$ cat src/logic/hpc_pkg.sv
package hpc_pkg;

    localparam int NUM_PORTS = 4;

    // register byte offsets
    localparam logic [7:0] REG_CTRL = 8'h00;
    localparam logic [7:0] REG_PORT_REQ = 8'h04;
    localparam logic [7:0] REG_STATUS = 8'h08;
    localparam logic [7:0] REG_INT_STATUS = 8'h0c;
    localparam logic [7:0] REG_INT_ENABLE = 8'h10;
    localparam logic [7:0] REG_INT_CLEAR = 8'h14;
    localparam logic [7:0] REG_CHARGE_EN = 8'h18;
    localparam logic [7:0] REG_REMOVABLE = 8'h1c;

    // control register fields
    localparam int CTRL_GANGED_BIT = 0;
    localparam int CTRL_AUTO_BIT = 1;
    localparam int CTRL_FS_ONLY_BIT = 2;
    localparam int CTRL_UP_CONN_BIT = 3;
    localparam int CTRL_HS_ONLY_BIT = 4;

    // status register fields
    localparam int STAT_POWER_LSB = 0;
    localparam int STAT_OC_LSB = 4;
    localparam int STAT_MODE_LSB = 8;
    localparam int STAT_SS_LSB = 12;
    localparam int STAT_HS_LSB = 16;

    // interrupt status fields: over-current per port, then mode change
    localparam int INT_OC_LSB = 0;
    localparam int INT_MODE_BIT = 4;
    localparam int INT_WIDTH = 5;

    // reset values
    localparam logic [31:0] CTRL_RESET = 32'h0000_0008;
    localparam logic [3:0] REMOVABLE_RESET = 4'hf;

    // dwell time per divider mode in automatic sequence
    localparam int CLK_MHZ = 100;
    localparam int DWELL_MS = 2;
    localparam int DWELL_CYCLES = DWELL_MS * 1000 * CLK_MHZ;

    typedef enum logic [2:0]
    {
        CHG_OFF,
        CHG_HSHK,
        CHG_DIV3,
        CHG_DIV2,
        CHG_DIV1,
        CHG_DED
    } hpc_charge_mode_t;

endpackage

$ cat src/logic/hpc_axil_slave.sv
`timescale 1ns/10ps
module hpc_axil_slave
(
    // clock and reset
    input wire logic clk_sys,
    input wire logic rst_n,
    // axi4-lite write
    input wire logic [7:0] s_axi_awaddr,
    input wire logic s_axi_awvalid,
    output logic s_axi_awready,
    input wire logic [31:0] s_axi_wdata,
    input wire logic [3:0] s_axi_wstrb,
    input wire logic s_axi_wvalid,
    output logic s_axi_wready,
    output logic [1:0] s_axi_bresp,
    output logic s_axi_bvalid,
    input wire logic s_axi_bready,
    // axi4-lite read
    input wire logic [7:0] s_axi_araddr,
    input wire logic s_axi_arvalid,
    output logic s_axi_arready,
    output logic [31:0] s_axi_rdata,
    output logic [1:0] s_axi_rresp,
    output logic s_axi_rvalid,
    input wire logic s_axi_rready,
    // register access strobes
    output logic wrStb,
    output logic [7:0] wrAddr,
    output logic [31:0] wrData,
    output logic [3:0] wrStrb,
    output logic [7:0] rdAddr,
    input wire logic [31:0] rdData,
    input wire logic rdHit,
    input wire logic wrHit
);

    logic awHave_r;
    logic wHave_r;
    logic arHave_r;

    assign wrStb = awHave_r && wHave_r && !s_axi_bvalid;

    always_ff @(posedge clk_sys)
    begin
        if (!rst_n)
        begin
            awHave_r <= 1'b0;
            wHave_r <= 1'b0;
            s_axi_awready <= 1'b1;
            s_axi_wready <= 1'b1;
            s_axi_bvalid <= 1'b0;
            s_axi_bresp <= 2'h0;
            wrAddr <= 8'h00;
            wrData <= 32'h0000_0000;
            wrStrb <= 4'h0;
        end
        else
        begin
            if (s_axi_awvalid && s_axi_awready)
            begin
                awHave_r <= 1'b1;
                s_axi_awready <= 1'b0;
                wrAddr <= s_axi_awaddr;
            end
            if (s_axi_wvalid && s_axi_wready)
            begin
                wHave_r <= 1'b1;
                s_axi_wready <= 1'b0;
                wrData <= s_axi_wdata;
                wrStrb <= s_axi_wstrb;
            end
            if (wrStb)
            begin
                s_axi_bvalid <= 1'b1;
                s_axi_bresp <= wrHit ? 2'h0 : 2'h2;
                awHave_r <= 1'b0;
                wHave_r <= 1'b0;
            end
            if (s_axi_bvalid && s_axi_bready)
            begin
                s_axi_bvalid <= 1'b0;
                s_axi_awready <= 1'b1;
                s_axi_wready <= 1'b1;
            end
        end
    end

    always_ff @(posedge clk_sys)
    begin
        if (!rst_n)
        begin
            arHave_r <= 1'b0;
            s_axi_arready <= 1'b1;
            s_axi_rvalid <= 1'b0;
            s_axi_rdata <= 32'h0000_0000;
            s_axi_rresp <= 2'h0;
            rdAddr <= 8'h00;
        end
        else
        begin
            if (s_axi_arvalid && s_axi_arready)
            begin
                arHave_r <= 1'b1;
                s_axi_arready <= 1'b0;
                rdAddr <= s_axi_araddr;
            end
            if (arHave_r)
            begin
                arHave_r <= 1'b0;
                s_axi_rvalid <= 1'b1;
                s_axi_rdata <= rdData;
                s_axi_rresp <= rdHit ? 2'h0 : 2'h2;
            end
            if (s_axi_rvalid && s_axi_rready)
            begin
                s_axi_rvalid <= 1'b0;
                s_axi_arready <= 1'b1;
            end
        end
    end

endmodule

$ cat src/logic/hpc_oc_sync.sv
`timescale 1ns/10ps
module hpc_oc_sync
(
    // clock and reset
    input wire logic clk_sys,
    input wire logic rst_n,
    // asynchronous input and synchronised output
    input wire logic ocRawN,
    output logic ocSyncN
);

    logic stage1_r;

    // two flops; first stage feeds only the second
    always_ff @(posedge clk_sys)
    begin
        if (!rst_n)
        begin
            stage1_r <= 1'b1;
            ocSyncN <= 1'b1;
        end
        else
        begin
            stage1_r <= ocRawN;
            ocSyncN <= stage1_r;
        end
    end

endmodule

$ cat src/logic/hpc_port_power_charge.sv
`timescale 1ns/10ps
// Notes on behaviour
// - Full/low-speed-only upstream link disables SuperSpeed and high-speed on all ports.
// - Individual mode: each port power follows its own host request.
// - Individual mode: over-current on a port removes only that port's power.
// - Ganged mode: all ports powered when any port needs power.
// - Ganged mode: power stays on until every port allows removal.
// - Ganged mode: any over-current switches all ports off.
// - Upstream connected: charging-enabled ports run the charging downstream port handshake.
// - Upstream unconnected: charging ports may run dedicated charging mode.
// - Automatic unconnected: step divider modes from three, end in dedicated charging.
// - Per-port charging support selectable by strap, or by software.
// - Global reset returns all internal registers to defaults.
// - During global reset no port power and no charging mode.
// - Strap pin sampled at reset release; 1 enables charging, 0 disables.
module hpc_port_power_charge
(
    // clock and reset
    input wire logic clk_sys,
    input wire logic rst_n,
    // axi4-lite write
    input wire logic [7:0] s_axi_awaddr,
    input wire logic s_axi_awvalid,
    output logic s_axi_awready,
    input wire logic [31:0] s_axi_wdata,
    input wire logic [3:0] s_axi_wstrb,
    input wire logic s_axi_wvalid,
    output logic s_axi_wready,
    output logic [1:0] s_axi_bresp,
    output logic s_axi_bvalid,
    input wire logic s_axi_bready,
    // axi4-lite read
    input wire logic [7:0] s_axi_araddr,
    input wire logic s_axi_arvalid,
    output logic s_axi_arready,
    output logic [31:0] s_axi_rdata,
    output logic [1:0] s_axi_rresp,
    output logic s_axi_rvalid,
    input wire logic s_axi_rready,
    // power switch pins, shared with charge strap
    input wire logic [3:0] portPowerSwitchChargeStrapIn,
    output logic [3:0] portPowerSwitchChargeStrapOut,
    output logic [3:0] portPowerSwitchChargeStrapOe,
    input wire logic [3:0] portOvercurrentN,
    // downstream speed gating and charging modes
    output logic [3:0] portSsEnable,
    output logic [3:0] portHsEnable,
    output logic [11:0] portChargeMode,
    // interrupt
    output logic irq
);

    localparam int NP = hpc_pkg::NUM_PORTS;
    localparam int DWELL = hpc_pkg::DWELL_CYCLES;

    logic [3:0] ocSyncN;
    logic wrStb;
    logic [7:0] wrAddr;
    logic [31:0] wrData;
    logic [3:0] wrStrb;
    logic [7:0] rdAddr;
    logic [31:0] rdData;
    logic rdHit;
    logic wrHit;

    logic [31:0] ctrl_r;
    logic [3:0] portReq_r;
    logic [3:0] removable_r;
    logic [3:0] chargeEn_r;
    logic strapPending_r;
    logic [3:0] ocLatch_r;
    logic [3:0] power_r;
    logic [3:0] power_nxt;
    logic [hpc_pkg::INT_WIDTH-1:0] intStatus_r;
    logic [hpc_pkg::INT_WIDTH-1:0] intEnable_r;
    logic [hpc_pkg::INT_WIDTH-1:0] intSet;
    logic [hpc_pkg::INT_WIDTH-1:0] intClr;
    hpc_pkg::hpc_charge_mode_t mode_r;
    hpc_pkg::hpc_charge_mode_t mode_nxt;
    logic [31:0] dwell_r;
    logic modeChange;

    logic ganged;
    logic autoMode;
    logic upConn;
    assign ganged = ctrl_r[hpc_pkg::CTRL_GANGED_BIT];
    assign autoMode = ctrl_r[hpc_pkg::CTRL_AUTO_BIT];
    assign upConn = ctrl_r[hpc_pkg::CTRL_UP_CONN_BIT];

    genvar g;
    generate
        for (g = 0; g < NP; g++)
        begin : gSync
            hpc_oc_sync uSync
            (
                .clk_sys(clk_sys),
                .rst_n(rst_n),
                .ocRawN(portOvercurrentN[g]),
                .ocSyncN(ocSyncN[g])
            );
        end
    endgenerate

    hpc_axil_slave uBus
    (
        .clk_sys(clk_sys),
        .rst_n(rst_n),
        .s_axi_awaddr(s_axi_awaddr),
        .s_axi_awvalid(s_axi_awvalid),
        .s_axi_awready(s_axi_awready),
        .s_axi_wdata(s_axi_wdata),
        .s_axi_wstrb(s_axi_wstrb),
        .s_axi_wvalid(s_axi_wvalid),
        .s_axi_wready(s_axi_wready),
        .s_axi_bresp(s_axi_bresp),
        .s_axi_bvalid(s_axi_bvalid),
        .s_axi_bready(s_axi_bready),
        .s_axi_araddr(s_axi_araddr),
        .s_axi_arvalid(s_axi_arvalid),
        .s_axi_arready(s_axi_arready),
        .s_axi_rdata(s_axi_rdata),
        .s_axi_rresp(s_axi_rresp),
        .s_axi_rvalid(s_axi_rvalid),
        .s_axi_rready(s_axi_rready),
        .wrStb(wrStb),
        .wrAddr(wrAddr),
        .wrData(wrData),
        .wrStrb(wrStrb),
        .rdAddr(rdAddr),
        .rdData(rdData),
        .rdHit(rdHit),
        .wrHit(wrHit)
    );

    // write decode
    always_comb
    begin
        unique case (wrAddr)
            hpc_pkg::REG_CTRL, hpc_pkg::REG_PORT_REQ, hpc_pkg::REG_INT_ENABLE,
            hpc_pkg::REG_INT_CLEAR, hpc_pkg::REG_CHARGE_EN, hpc_pkg::REG_REMOVABLE:
                wrHit = 1'b1;
            default:
                wrHit = 1'b0;
        endcase
    end

    always_ff @(posedge clk_sys)
    begin
        if (!rst_n)
        begin
            ctrl_r <= hpc_pkg::CTRL_RESET;
            portReq_r <= 4'h0;
            removable_r <= hpc_pkg::REMOVABLE_RESET;
            intEnable_r <= '0;
        end
        else if (wrStb && wrStrb[0])
        begin
            unique case (wrAddr)
                hpc_pkg::REG_CTRL: ctrl_r <= {27'h0, wrData[4:0]};
                hpc_pkg::REG_PORT_REQ: portReq_r <= wrData[3:0];
                hpc_pkg::REG_REMOVABLE: removable_r <= wrData[3:0];
                hpc_pkg::REG_INT_ENABLE: intEnable_r <= wrData[hpc_pkg::INT_WIDTH-1:0];
                default:
                begin
                end
            endcase
        end
    end

    // strap caught on the first clock after reset release, software may override later
    always_ff @(posedge clk_sys)
    begin
        if (!rst_n)
        begin
            strapPending_r <= 1'b1;
            chargeEn_r <= 4'h0;
        end
        else if (strapPending_r)
        begin
            strapPending_r <= 1'b0;
            chargeEn_r <= portPowerSwitchChargeStrapIn;
        end
        else if (wrStb && wrStrb[0] && wrAddr == hpc_pkg::REG_CHARGE_EN)
        begin
            chargeEn_r <= wrData[3:0];
        end
    end

    // over-current latches until host drops the port request
    always_ff @(posedge clk_sys)
    begin
        if (!rst_n)
            ocLatch_r <= 4'h0;
        else
            ocLatch_r <= (ocLatch_r & portReq_r) | ~ocSyncN;
    end

    always_comb
    begin
        if (ganged)
        begin
            if (|ocLatch_r)
                power_nxt = 4'h0;
            else if (|portReq_r)
                power_nxt = 4'hf;
            else if (&removable_r)
                power_nxt = 4'h0;
            else
                power_nxt = power_r;
        end
        else
        begin
            power_nxt = portReq_r & ~ocLatch_r;
        end
    end

    always_ff @(posedge clk_sys)
    begin
        if (!rst_n)
            power_r <= 4'h0;
        else
            power_r <= power_nxt;
    end

    // pin is driven only after the strap has been read
    always_ff @(posedge clk_sys)
    begin
        if (!rst_n)
        begin
            portPowerSwitchChargeStrapOut <= 4'h0;
            portPowerSwitchChargeStrapOe <= 4'h0;
        end
        else
        begin
            portPowerSwitchChargeStrapOut <= power_nxt;
            portPowerSwitchChargeStrapOe <= {NP{!strapPending_r}};
        end
    end

    // speed gating from upstream link speed
    always_ff @(posedge clk_sys)
    begin
        if (!rst_n)
        begin
            portSsEnable <= 4'h0;
            portHsEnable <= 4'h0;
        end
        else if (ctrl_r[hpc_pkg::CTRL_FS_ONLY_BIT])
        begin
            portSsEnable <= 4'h0;
            portHsEnable <= 4'h0;
        end
        else
        begin
            portSsEnable <= ctrl_r[hpc_pkg::CTRL_HS_ONLY_BIT] ? 4'h0 : 4'hf;
            portHsEnable <= 4'hf;
        end
    end

    // charging mode sequencer, shared by all charging-enabled ports
    always_comb
    begin
        mode_nxt = mode_r;
        if (upConn)
            mode_nxt = hpc_pkg::CHG_HSHK;
        else if (!autoMode)
            mode_nxt = hpc_pkg::CHG_DED;
        else
        begin
            unique case (mode_r)
                hpc_pkg::CHG_OFF, hpc_pkg::CHG_HSHK: mode_nxt = hpc_pkg::CHG_DIV3;
                hpc_pkg::CHG_DIV3: if (dwell_r == 32'h0) mode_nxt = hpc_pkg::CHG_DIV2;
                hpc_pkg::CHG_DIV2: if (dwell_r == 32'h0) mode_nxt = hpc_pkg::CHG_DIV1;
                hpc_pkg::CHG_DIV1: if (dwell_r == 32'h0) mode_nxt = hpc_pkg::CHG_DED;
                hpc_pkg::CHG_DED: mode_nxt = hpc_pkg::CHG_DED;
                default: mode_nxt = hpc_pkg::CHG_OFF;
            endcase
        end
    end

    assign modeChange = (mode_nxt != mode_r);

    always_ff @(posedge clk_sys)
    begin
        if (!rst_n)
        begin
            mode_r <= hpc_pkg::CHG_OFF;
            dwell_r <= 32'h0;
        end
        else
        begin
            mode_r <= mode_nxt;
            if (modeChange)
                dwell_r <= 32'(DWELL - 1);
            else if (dwell_r != 32'h0)
                dwell_r <= dwell_r - 32'h1;
        end
    end

    // per-port mode: off unless charging enabled
    always_ff @(posedge clk_sys)
    begin
        if (!rst_n)
            portChargeMode <= 12'h000;
        else
            for (int i = 0; i < NP; i++)
                portChargeMode[i*3 +: 3] <= chargeEn_r[i] ? mode_nxt : hpc_pkg::CHG_OFF;
    end

    // interrupts: set wins over clear
    assign intSet = {modeChange, ~ocSyncN & ~ocLatch_r};
    assign intClr = (wrStb && wrStrb[0] && wrAddr == hpc_pkg::REG_INT_CLEAR) ?
        wrData[hpc_pkg::INT_WIDTH-1:0] : '0;

    always_ff @(posedge clk_sys)
    begin
        if (!rst_n)
            intStatus_r <= '0;
        else
            intStatus_r <= (intStatus_r & ~intClr) | intSet;
    end

    always_ff @(posedge clk_sys)
    begin
        if (!rst_n)
            irq <= 1'b0;
        else
            irq <= |(((intStatus_r & ~intClr) | intSet) & intEnable_r);
    end

    // read decode
    always_comb
    begin
        rdHit = 1'b1;
        unique case (rdAddr)
            hpc_pkg::REG_CTRL: rdData = ctrl_r;
            hpc_pkg::REG_PORT_REQ: rdData = {28'h0, portReq_r};
            hpc_pkg::REG_STATUS: rdData = {12'h0, portHsEnable, portSsEnable, 1'b0, mode_r, ocLatch_r, power_r};
            hpc_pkg::REG_INT_STATUS: rdData = {27'h0, intStatus_r};
            hpc_pkg::REG_INT_ENABLE: rdData = {27'h0, intEnable_r};
            hpc_pkg::REG_INT_CLEAR: rdData = 32'h0;
            hpc_pkg::REG_CHARGE_EN: rdData = {28'h0, chargeEn_r};
            hpc_pkg::REG_REMOVABLE: rdData = {28'h0, removable_r};
            default:
            begin
                rdData = 32'h0;
                rdHit = 1'b0;
            end
        endcase
    end

endmodule
$ cat config.mk
export PLATFORM = sky130hd
export DESIGN_NAME = hpc_port_power_charge
export DESIGN_NICKNAME = d
export VERILOG_FILES = /design/src/logic/hpc_pkg.sv /design/src/logic/hpc_axil_slave.sv /design/src/logic/hpc_oc_sync.sv /design/src/logic/hpc_port_power_charge.sv
export SDC_FILE = /design/constraint.sdc
export NUM_CORES = 1
export LEC_CHECK = 0
export BUFFER_PORTS_ARGS = -buffer_cell sky130_fd_sc_hd__buf_2
export CORE_ASPECT_RATIO = 0.5
export CORE_MARGIN = 2
export CORE_UTILIZATION = 57
export CTS_BUF_LIST = sky130_fd_sc_hd__clkbuf_16
export CTS_CLUSTER_SIZE = 40
export DETAILED_ROUTE_END_ITERATION = 6
export PLACE_DENSITY_LB_ADDON = 0.2
export SETUP_SLACK_MARGIN = 0.15
export SYNTH_ARGS = -nofsm -noshare
export SYNTH_HDL_FRONTEND = slang
export SYNTH_HIERARCHICAL = 1
export SYNTH_SLANG_ARGS = --single-unit
$ cat constraint.sdc
create_clock -name clk_sys -period 2.6 [get_ports clk_sys]
set_input_delay 0.39 -clock clk_sys [delete_from_list [all_inputs] [get_ports clk_sys]]
set_output_delay 0.39 -clock clk_sys [all_outputs]
set_load 0.02 [all_outputs]
# ---- Word level (Yosys, flattened, before mapping)
# Cells that the tools add are included.
dict set report classes {
  n_addsub 1
  mul 0
  div 0
  magnitude_cmp 0
  n_eq_ne 19
  shift 0
  muxes 24
  bitwise 11
  reduce_logical 40
}
# cell count
set op_table {}
lappend op_table {{$pmux 20 s7} 1}
lappend op_table {{$eq 8x5->1 const B} 8}
lappend op_table {{$mux 18} 2}
lappend op_table {{$logic_not 32->1} 1}
lappend op_table {{$mux 4} 8}
lappend op_table {{$reduce_bool 32->1} 1}
lappend op_table {{$sub 32x1->32 const B} 1}
lappend op_table {{$eq 8x3->1 const B} 2}
lappend op_table {{$eq 8x4->1 const B} 2}
lappend op_table {{$logic_not 8->1} 2}
lappend op_table {{$reduce_and 2->1} 8}
lappend op_table {{$mux 3} 5}
lappend op_table {{$pmux 3 s5} 1}
lappend op_table {{$reduce_or 2->1} 7}
lappend op_table {{$and 4x4->4} 3}
lappend op_table {{$and 5x5->5} 2}
lappend op_table {{$logic_and 1x1->1} 10}
lappend op_table {{$not 4->4} 2}
lappend op_table {{$reduce_or 4->1} 2}
lappend op_table {{$reduce_or 8->1} 1}
lappend op_table {{$eq 3x2->1 const B} 2}
lappend op_table {{$eq 3x3->1 const B} 2}
lappend op_table {{$reduce_or 6->1} 1}
lappend op_table {{$mux 5} 1}
lappend op_table {{14 further kinds} 20}
dict set report totals {
  regBits 167
  latchBits 0
  ram_bits 0
  rom_bits 0
  input_bits 67
  output_inout_bits 70
  wordCells 138
  n_memories 0
}

# ---- Depth between registers and ports, before layout
dict set report logic_depth {
  depth_word 10
  depth_mapped 9
  depth_no_buf 7
}

# ---- By module
# Netlist, hierarchy kept.
# mod n_inst cells_each area_each_um2 seq_area_each_um2
set by_module_without_submodules {}
lappend by_module_without_submodules {hpc_port_power_charge 1 483 4160.2 1741.7}
lappend by_module_without_submodules {hpc_axil_slave 1 369 3663.5 1881.8}
lappend by_module_without_submodules {hpc_oc_sync 4 4 52.6 40.0}

# ---- Worst setup path after synthesis
# No wires, ideal clock.
dict set report synth_timing {
  kind {register to register}
  from {register dwell_r[0]}
  to {register dwell_r[4]}
  setup_time_ns 0.115
  arrival_time_ns 2.188
  required_ns 2.485
  path_slack_ns 0.297
  path_stages_with_launch 10
  n_path_buf 2
  period_less_slack_ns 2.303
  cell_sequence {dfxtp_1 inv_1 ha_1 or3b_2 or4_4 nor3_4 buf_4 buf_6 o21ai_0 o21a_1}
}
dict set report synth_via {
  elab_chain_len 7
  word_cells_on_any_way 13
  classes_between {add/sub (1); eq/ne (1); mux (8); reduce/logical (3)}
}
# element line
set synth_rtl {}
lappend synth_rtl {{from (decl)} hpc_port_power_charge.sv:80} ;# logic [31:0] dwell_r;
lappend synth_rtl {{from (signal assigned)} hpc_port_power_charge.sv:294} ;# dwell_r <= 32'(DWELL - 1);
lappend synth_rtl {{from (signal assigned)} hpc_port_power_charge.sv:296} ;# dwell_r <= dwell_r - 32'h1;
lappend synth_rtl {{$logic_not 32->1} {hpc_port_power_charge.sv:272, hpc_port_power_charge.sv:273, hpc_port_power_charge.sv:274}}
lappend synth_rtl {{$mux 3, on equally long branches} {hpc_port_power_charge.sv:274, hpc_port_power_charge.sv:272, hpc_port_power_charge.sv:273}}
lappend synth_rtl {{$pmux 3 s5} hpc_port_power_charge.sv:270} ;# unique case (mode_r)
lappend synth_rtl {{$mux 3} hpc_port_power_charge.sv:266} ;# else if (!autoMode)
lappend synth_rtl {{$mux 3} hpc_port_power_charge.sv:264} ;# if (upConn)
lappend synth_rtl {{$ne 3x3->1} hpc_port_power_charge.sv:281} ;# assign modeChange = (mode_nxt != mode_r);
lappend synth_rtl {{$mux 18 / $reduce_bool 2->1 (equally long branches)} --}
# Parallel ways exist; a longest one is shown, timed or not. The select of a mux whose other input is x is not followed.
# A chain may end at the register's enable or synchronous reset.

# ---- Worst setup path after layout
dict set report layout_timing {
  from {register dwell_r[19]}
  to {register dwell_r[25]}
}
dict set report layout_via {
  elab_chain_len 7
  word_cells_on_any_way 11
  classes_between {add/sub (1); eq/ne (1); mux (6); reduce/logical (3)}
}
# element line
set layout_rtl {}
lappend layout_rtl {{$logic_not 32->1} {hpc_port_power_charge.sv:272, hpc_port_power_charge.sv:273, hpc_port_power_charge.sv:274}}
lappend layout_rtl {{$mux 3, on equally long branches} {hpc_port_power_charge.sv:274, hpc_port_power_charge.sv:272, hpc_port_power_charge.sv:273}}
lappend layout_rtl {{$pmux 3 s5} hpc_port_power_charge.sv:270}
lappend layout_rtl {{$mux 3} hpc_port_power_charge.sv:266}
lappend layout_rtl {{$mux 3} hpc_port_power_charge.sv:264}
lappend layout_rtl {{$ne 3x3->1} hpc_port_power_charge.sv:281}
lappend layout_rtl {{$reduce_or 2->1 (no line)} --}
# Parallel ways exist; a longest one is shown, timed or not.

==> results.json <==
{
  "maxCapViolCount": 0,
  "coreArea_mm2": 0.0118,
  "worst-path-buf-inv": 1,
  "num-nets-final": 919,
  "power_frac_comb_pct": 8.3,
  "grt_pass1_wl_um": 24300,
  "effective_utilization_at_floorplan_pct": 58.4,
  "finalSetupViolations": 0,
  "clock-root-buffer": "clkbuf_16",
  "fin_crit_sh_pct": 91.0,
  "numCtsBuffers": 17,
  "run_status": "finished clean",
  "fmax_mhz": 423,
  "total_power_divided_by_cell_area_mw_per_mm2": 700,
  "first_global_vias": 5119,
  "clock_power_share_pct": 46.1,
  "timing_worst_slew_pin_value_ns": 0.672,
  "cts_max_level": 4,
  "slew_headroom_pct": 54.8,
  "fin_total_pwr_uw": 5700,
  "drt-wirelength-per-cell_um": 14.8,
  "post_synth.cell_area_avg_um2": 9.22,
  "globalRoute.totalOverflow": 0,
  "dieWidth_um": 159,
  "synthToLayoutAreaGrowth_pct": 18.6,
  "final_max_slew_viol_count": 0,
  "sw_frac_of_total_pct": 24.3,
  "cts_buffer_depth": 2,
  "floorplan.die_area_mm2": 0.0130,
  "crit_path_frequent_cell": "or4_1",
  "timing.setup.tns_ns": 0,
  "critPathLaunchType": "flop",
  "clk-insertion-delay-late_ns": 0.42,
  "netlist_area_mm2": 0.00687,
  "drc": 0,
  "rows": 28,
  "finalWeightedCongestion": 0.871,
  "worstPathArrival_ns": 2.66,
  "numClockSinks": 159,
  "vias": 5600,
  "sequentialPowerShare_pct": 45.6,
  "critPathCaptureType": "flop",
  "drt_pre_antenna_iters": 5,
  "grt_antenna_before_repair": 0,
  "cp_num_cells": 6,
  "finalHoldViolCount": 0,
  "finClkSkew_ns": 0.0114,
  "crit_type": "reg2reg",
  "rsz0062_at_grt": "yes",
  "min-delay-path-class": "in2reg",
  "power_report.internal_total_uw": 4320,
  "layout-drive-gt1-share_pct": 21.8,
  "boundaryPins": 137,
  "worst_hold_path.num_cells": 2,
  "period_needed_ns": 2.37,
  "depth_of_the_worst_register_to_register_path": 6,
  "power.switching_uw": 1380,
  "antennaDiodeCount": 0,
  "cts.reportedPaths.clkPinSlew_ns": 0.06,
  "gr-usage-all-layers_pct": 23.3,
  "cts_tree": "yes",
  "postCtsSetupRepairBufs": 0,
  "path_cells": "or4_1, or4_1, o31a_1, o21ai_2, buf_12, a21oi_1",
  "power.leakage_uw": 0.00325,
  "critical_path_required_ns": 2.90,
  "die_y_um": 81.6,
  "path_delay_family": "simple AND/OR/NAND/NOR gates",
  "crit_path_max_incr_delay_ns": 0.58,
  "grt_start_max_net_pins": 69,
  "place_hpwl_um": 10200,
  "mean_number_of_vias_per_cell": 5.45,
  "syn-instance-count": 745,
  "drt-total-wl_um": 15200,
  "port_buffers": 104,
  "critPathSlowestCell": "or4_1",
  "first_iter_violations": 424,
  "cts.hold.buffers_added": 0,
  "route.antenna.remaining_nets": 0,
  "synthesis.yosys.warnings": 6,
  "vdd_ir_drop_max_mv": 0.399,
  "cp_max_fo": 21
}
-- worst paths after layout --
path	start	to	slack, ns
worst min-delay path	portOvercurrentN[3]	gSync[3].uSync/stage1_r$_SDFF_PN1_	0.14
worst max register to register	dwell_r[19]$_SDFFE_PP0P_	dwell_r[25]$_SDFFE_PP0P_	0.23
worst max-delay path	dwell_r[19]$_SDFFE_PP0P_	dwell_r[25]$_SDFFE_PP0P_	0.23
worst min register to register	gSync[3].uSync/stage1_r$_SDFF_PN1_	gSync[3].uSync/ocSyncN$_SDFF_PN1_	0.41
-- layer usage --
| layer | track usage, % | share of wire, % |
|---|---|---|
| met3 | 5.56 | 5.1 |
| met1 | 29.4 | 47 |
| met4 | 8.82 | 1.4 |
| met5 | 0 | 0 |
| met2 | 39.8 | 47 |
-- repair_timing --
| item | in CTS | in global routing |
|---|---|---|
| resized for setup | 1 | 4 |
| pin swaps | 2 | 2 |
| gates cloned | 0 | 0 |
| endpoints found under the setup margin | 22 | 24 |
-- state kept, by name (all words and copies together) (netlist names), 5 cells and up --
| signal | cells |
|---|---|
| intEnable_r | 5 |
| uBus/s_axi_rdata | 32 |
| portChargeMode | 12 |
| uBus/wrData | 5 |
| dwell_r | 32 |
| intStatus_r | 5 |
| uBus/rdAddr | 8 |
| ctrl_r | 5 |
| uBus/wrAddr | 8 |
-- power groups by stage --
stage                     clock, uW  sequential [uW]  combinational (uW)
final                          2630             2600                 473
after global routing           2750             2610                 522
after CTS                      2650             2600                 471
after detailed placement          0             2650                 467
after global placement            0             2650                 455
after floorplan                   0             2650                 344
-- placed cells by master (no fill, tap or decap), types with 10 or more instances in the layout --
cell,instances
o21ai_0,24
mux2i_1,56
nor2b_1,35
buf_4,18
a21boi_0,18
o21a_1,10
dfxtp_1,158
o31ai_1,13
nor3_1,12
nand3_1,15
a21oi_1,36
or3_1,16
nor2_1,44
nand2_1,76
nand2b_1,15
and2_1,23
nor4_1,15
buf_2,104
inv_1,18
or4_1,15
clkbuf_16,17
conb_1,15
-- worst register-to-register path, stage by stage (launching register included) --
cell and delay (ns):
dfxtp_1 0.34, or4_1 0.56, or4_1 0.58, o31a_1 0.34, o21ai_2 0.19, buf_12 0.18
a21oi_1 0.06
-- area by class of cell --
| cell class | count | area (um^2) |
|---|---|---|
| Multi-Input combinational cell | 529 | 3370 |
| Tap cell | 165 | 206 |
| Clock inverter | 14 | 190 |
| Fill cell | 972 | 3620 |
| Sequential cell | 159 | 3180 |
| Inverter | 18 | 67.6 |
| Clock buffer | 17 | 425 |
| Timing Repair Buffer | 125 | 707 |
-- stage by stage --
stage / hold slack [ns] / setup WS, ns / utilization (%) / instances / instance area, um^2
floorplan: 0.386 / 0.297 / - / 758 / 6920
global placement: 0.394 / 0.206 / 63.8 / 996 / 7510
detailed placement: 0.391 / 0.143 / 63.8 / 996 / 7510
CTS: 0.132 / 0.183 / 69.1 / 1027 / 8130
global route: 0.138 / 0.136 / 69.2 / 1027 / 8150
finish: 0.142 / 0.235 / 69.2 / 1027 / 8150
Note: power is estimated with default switching activity, not from simulation.
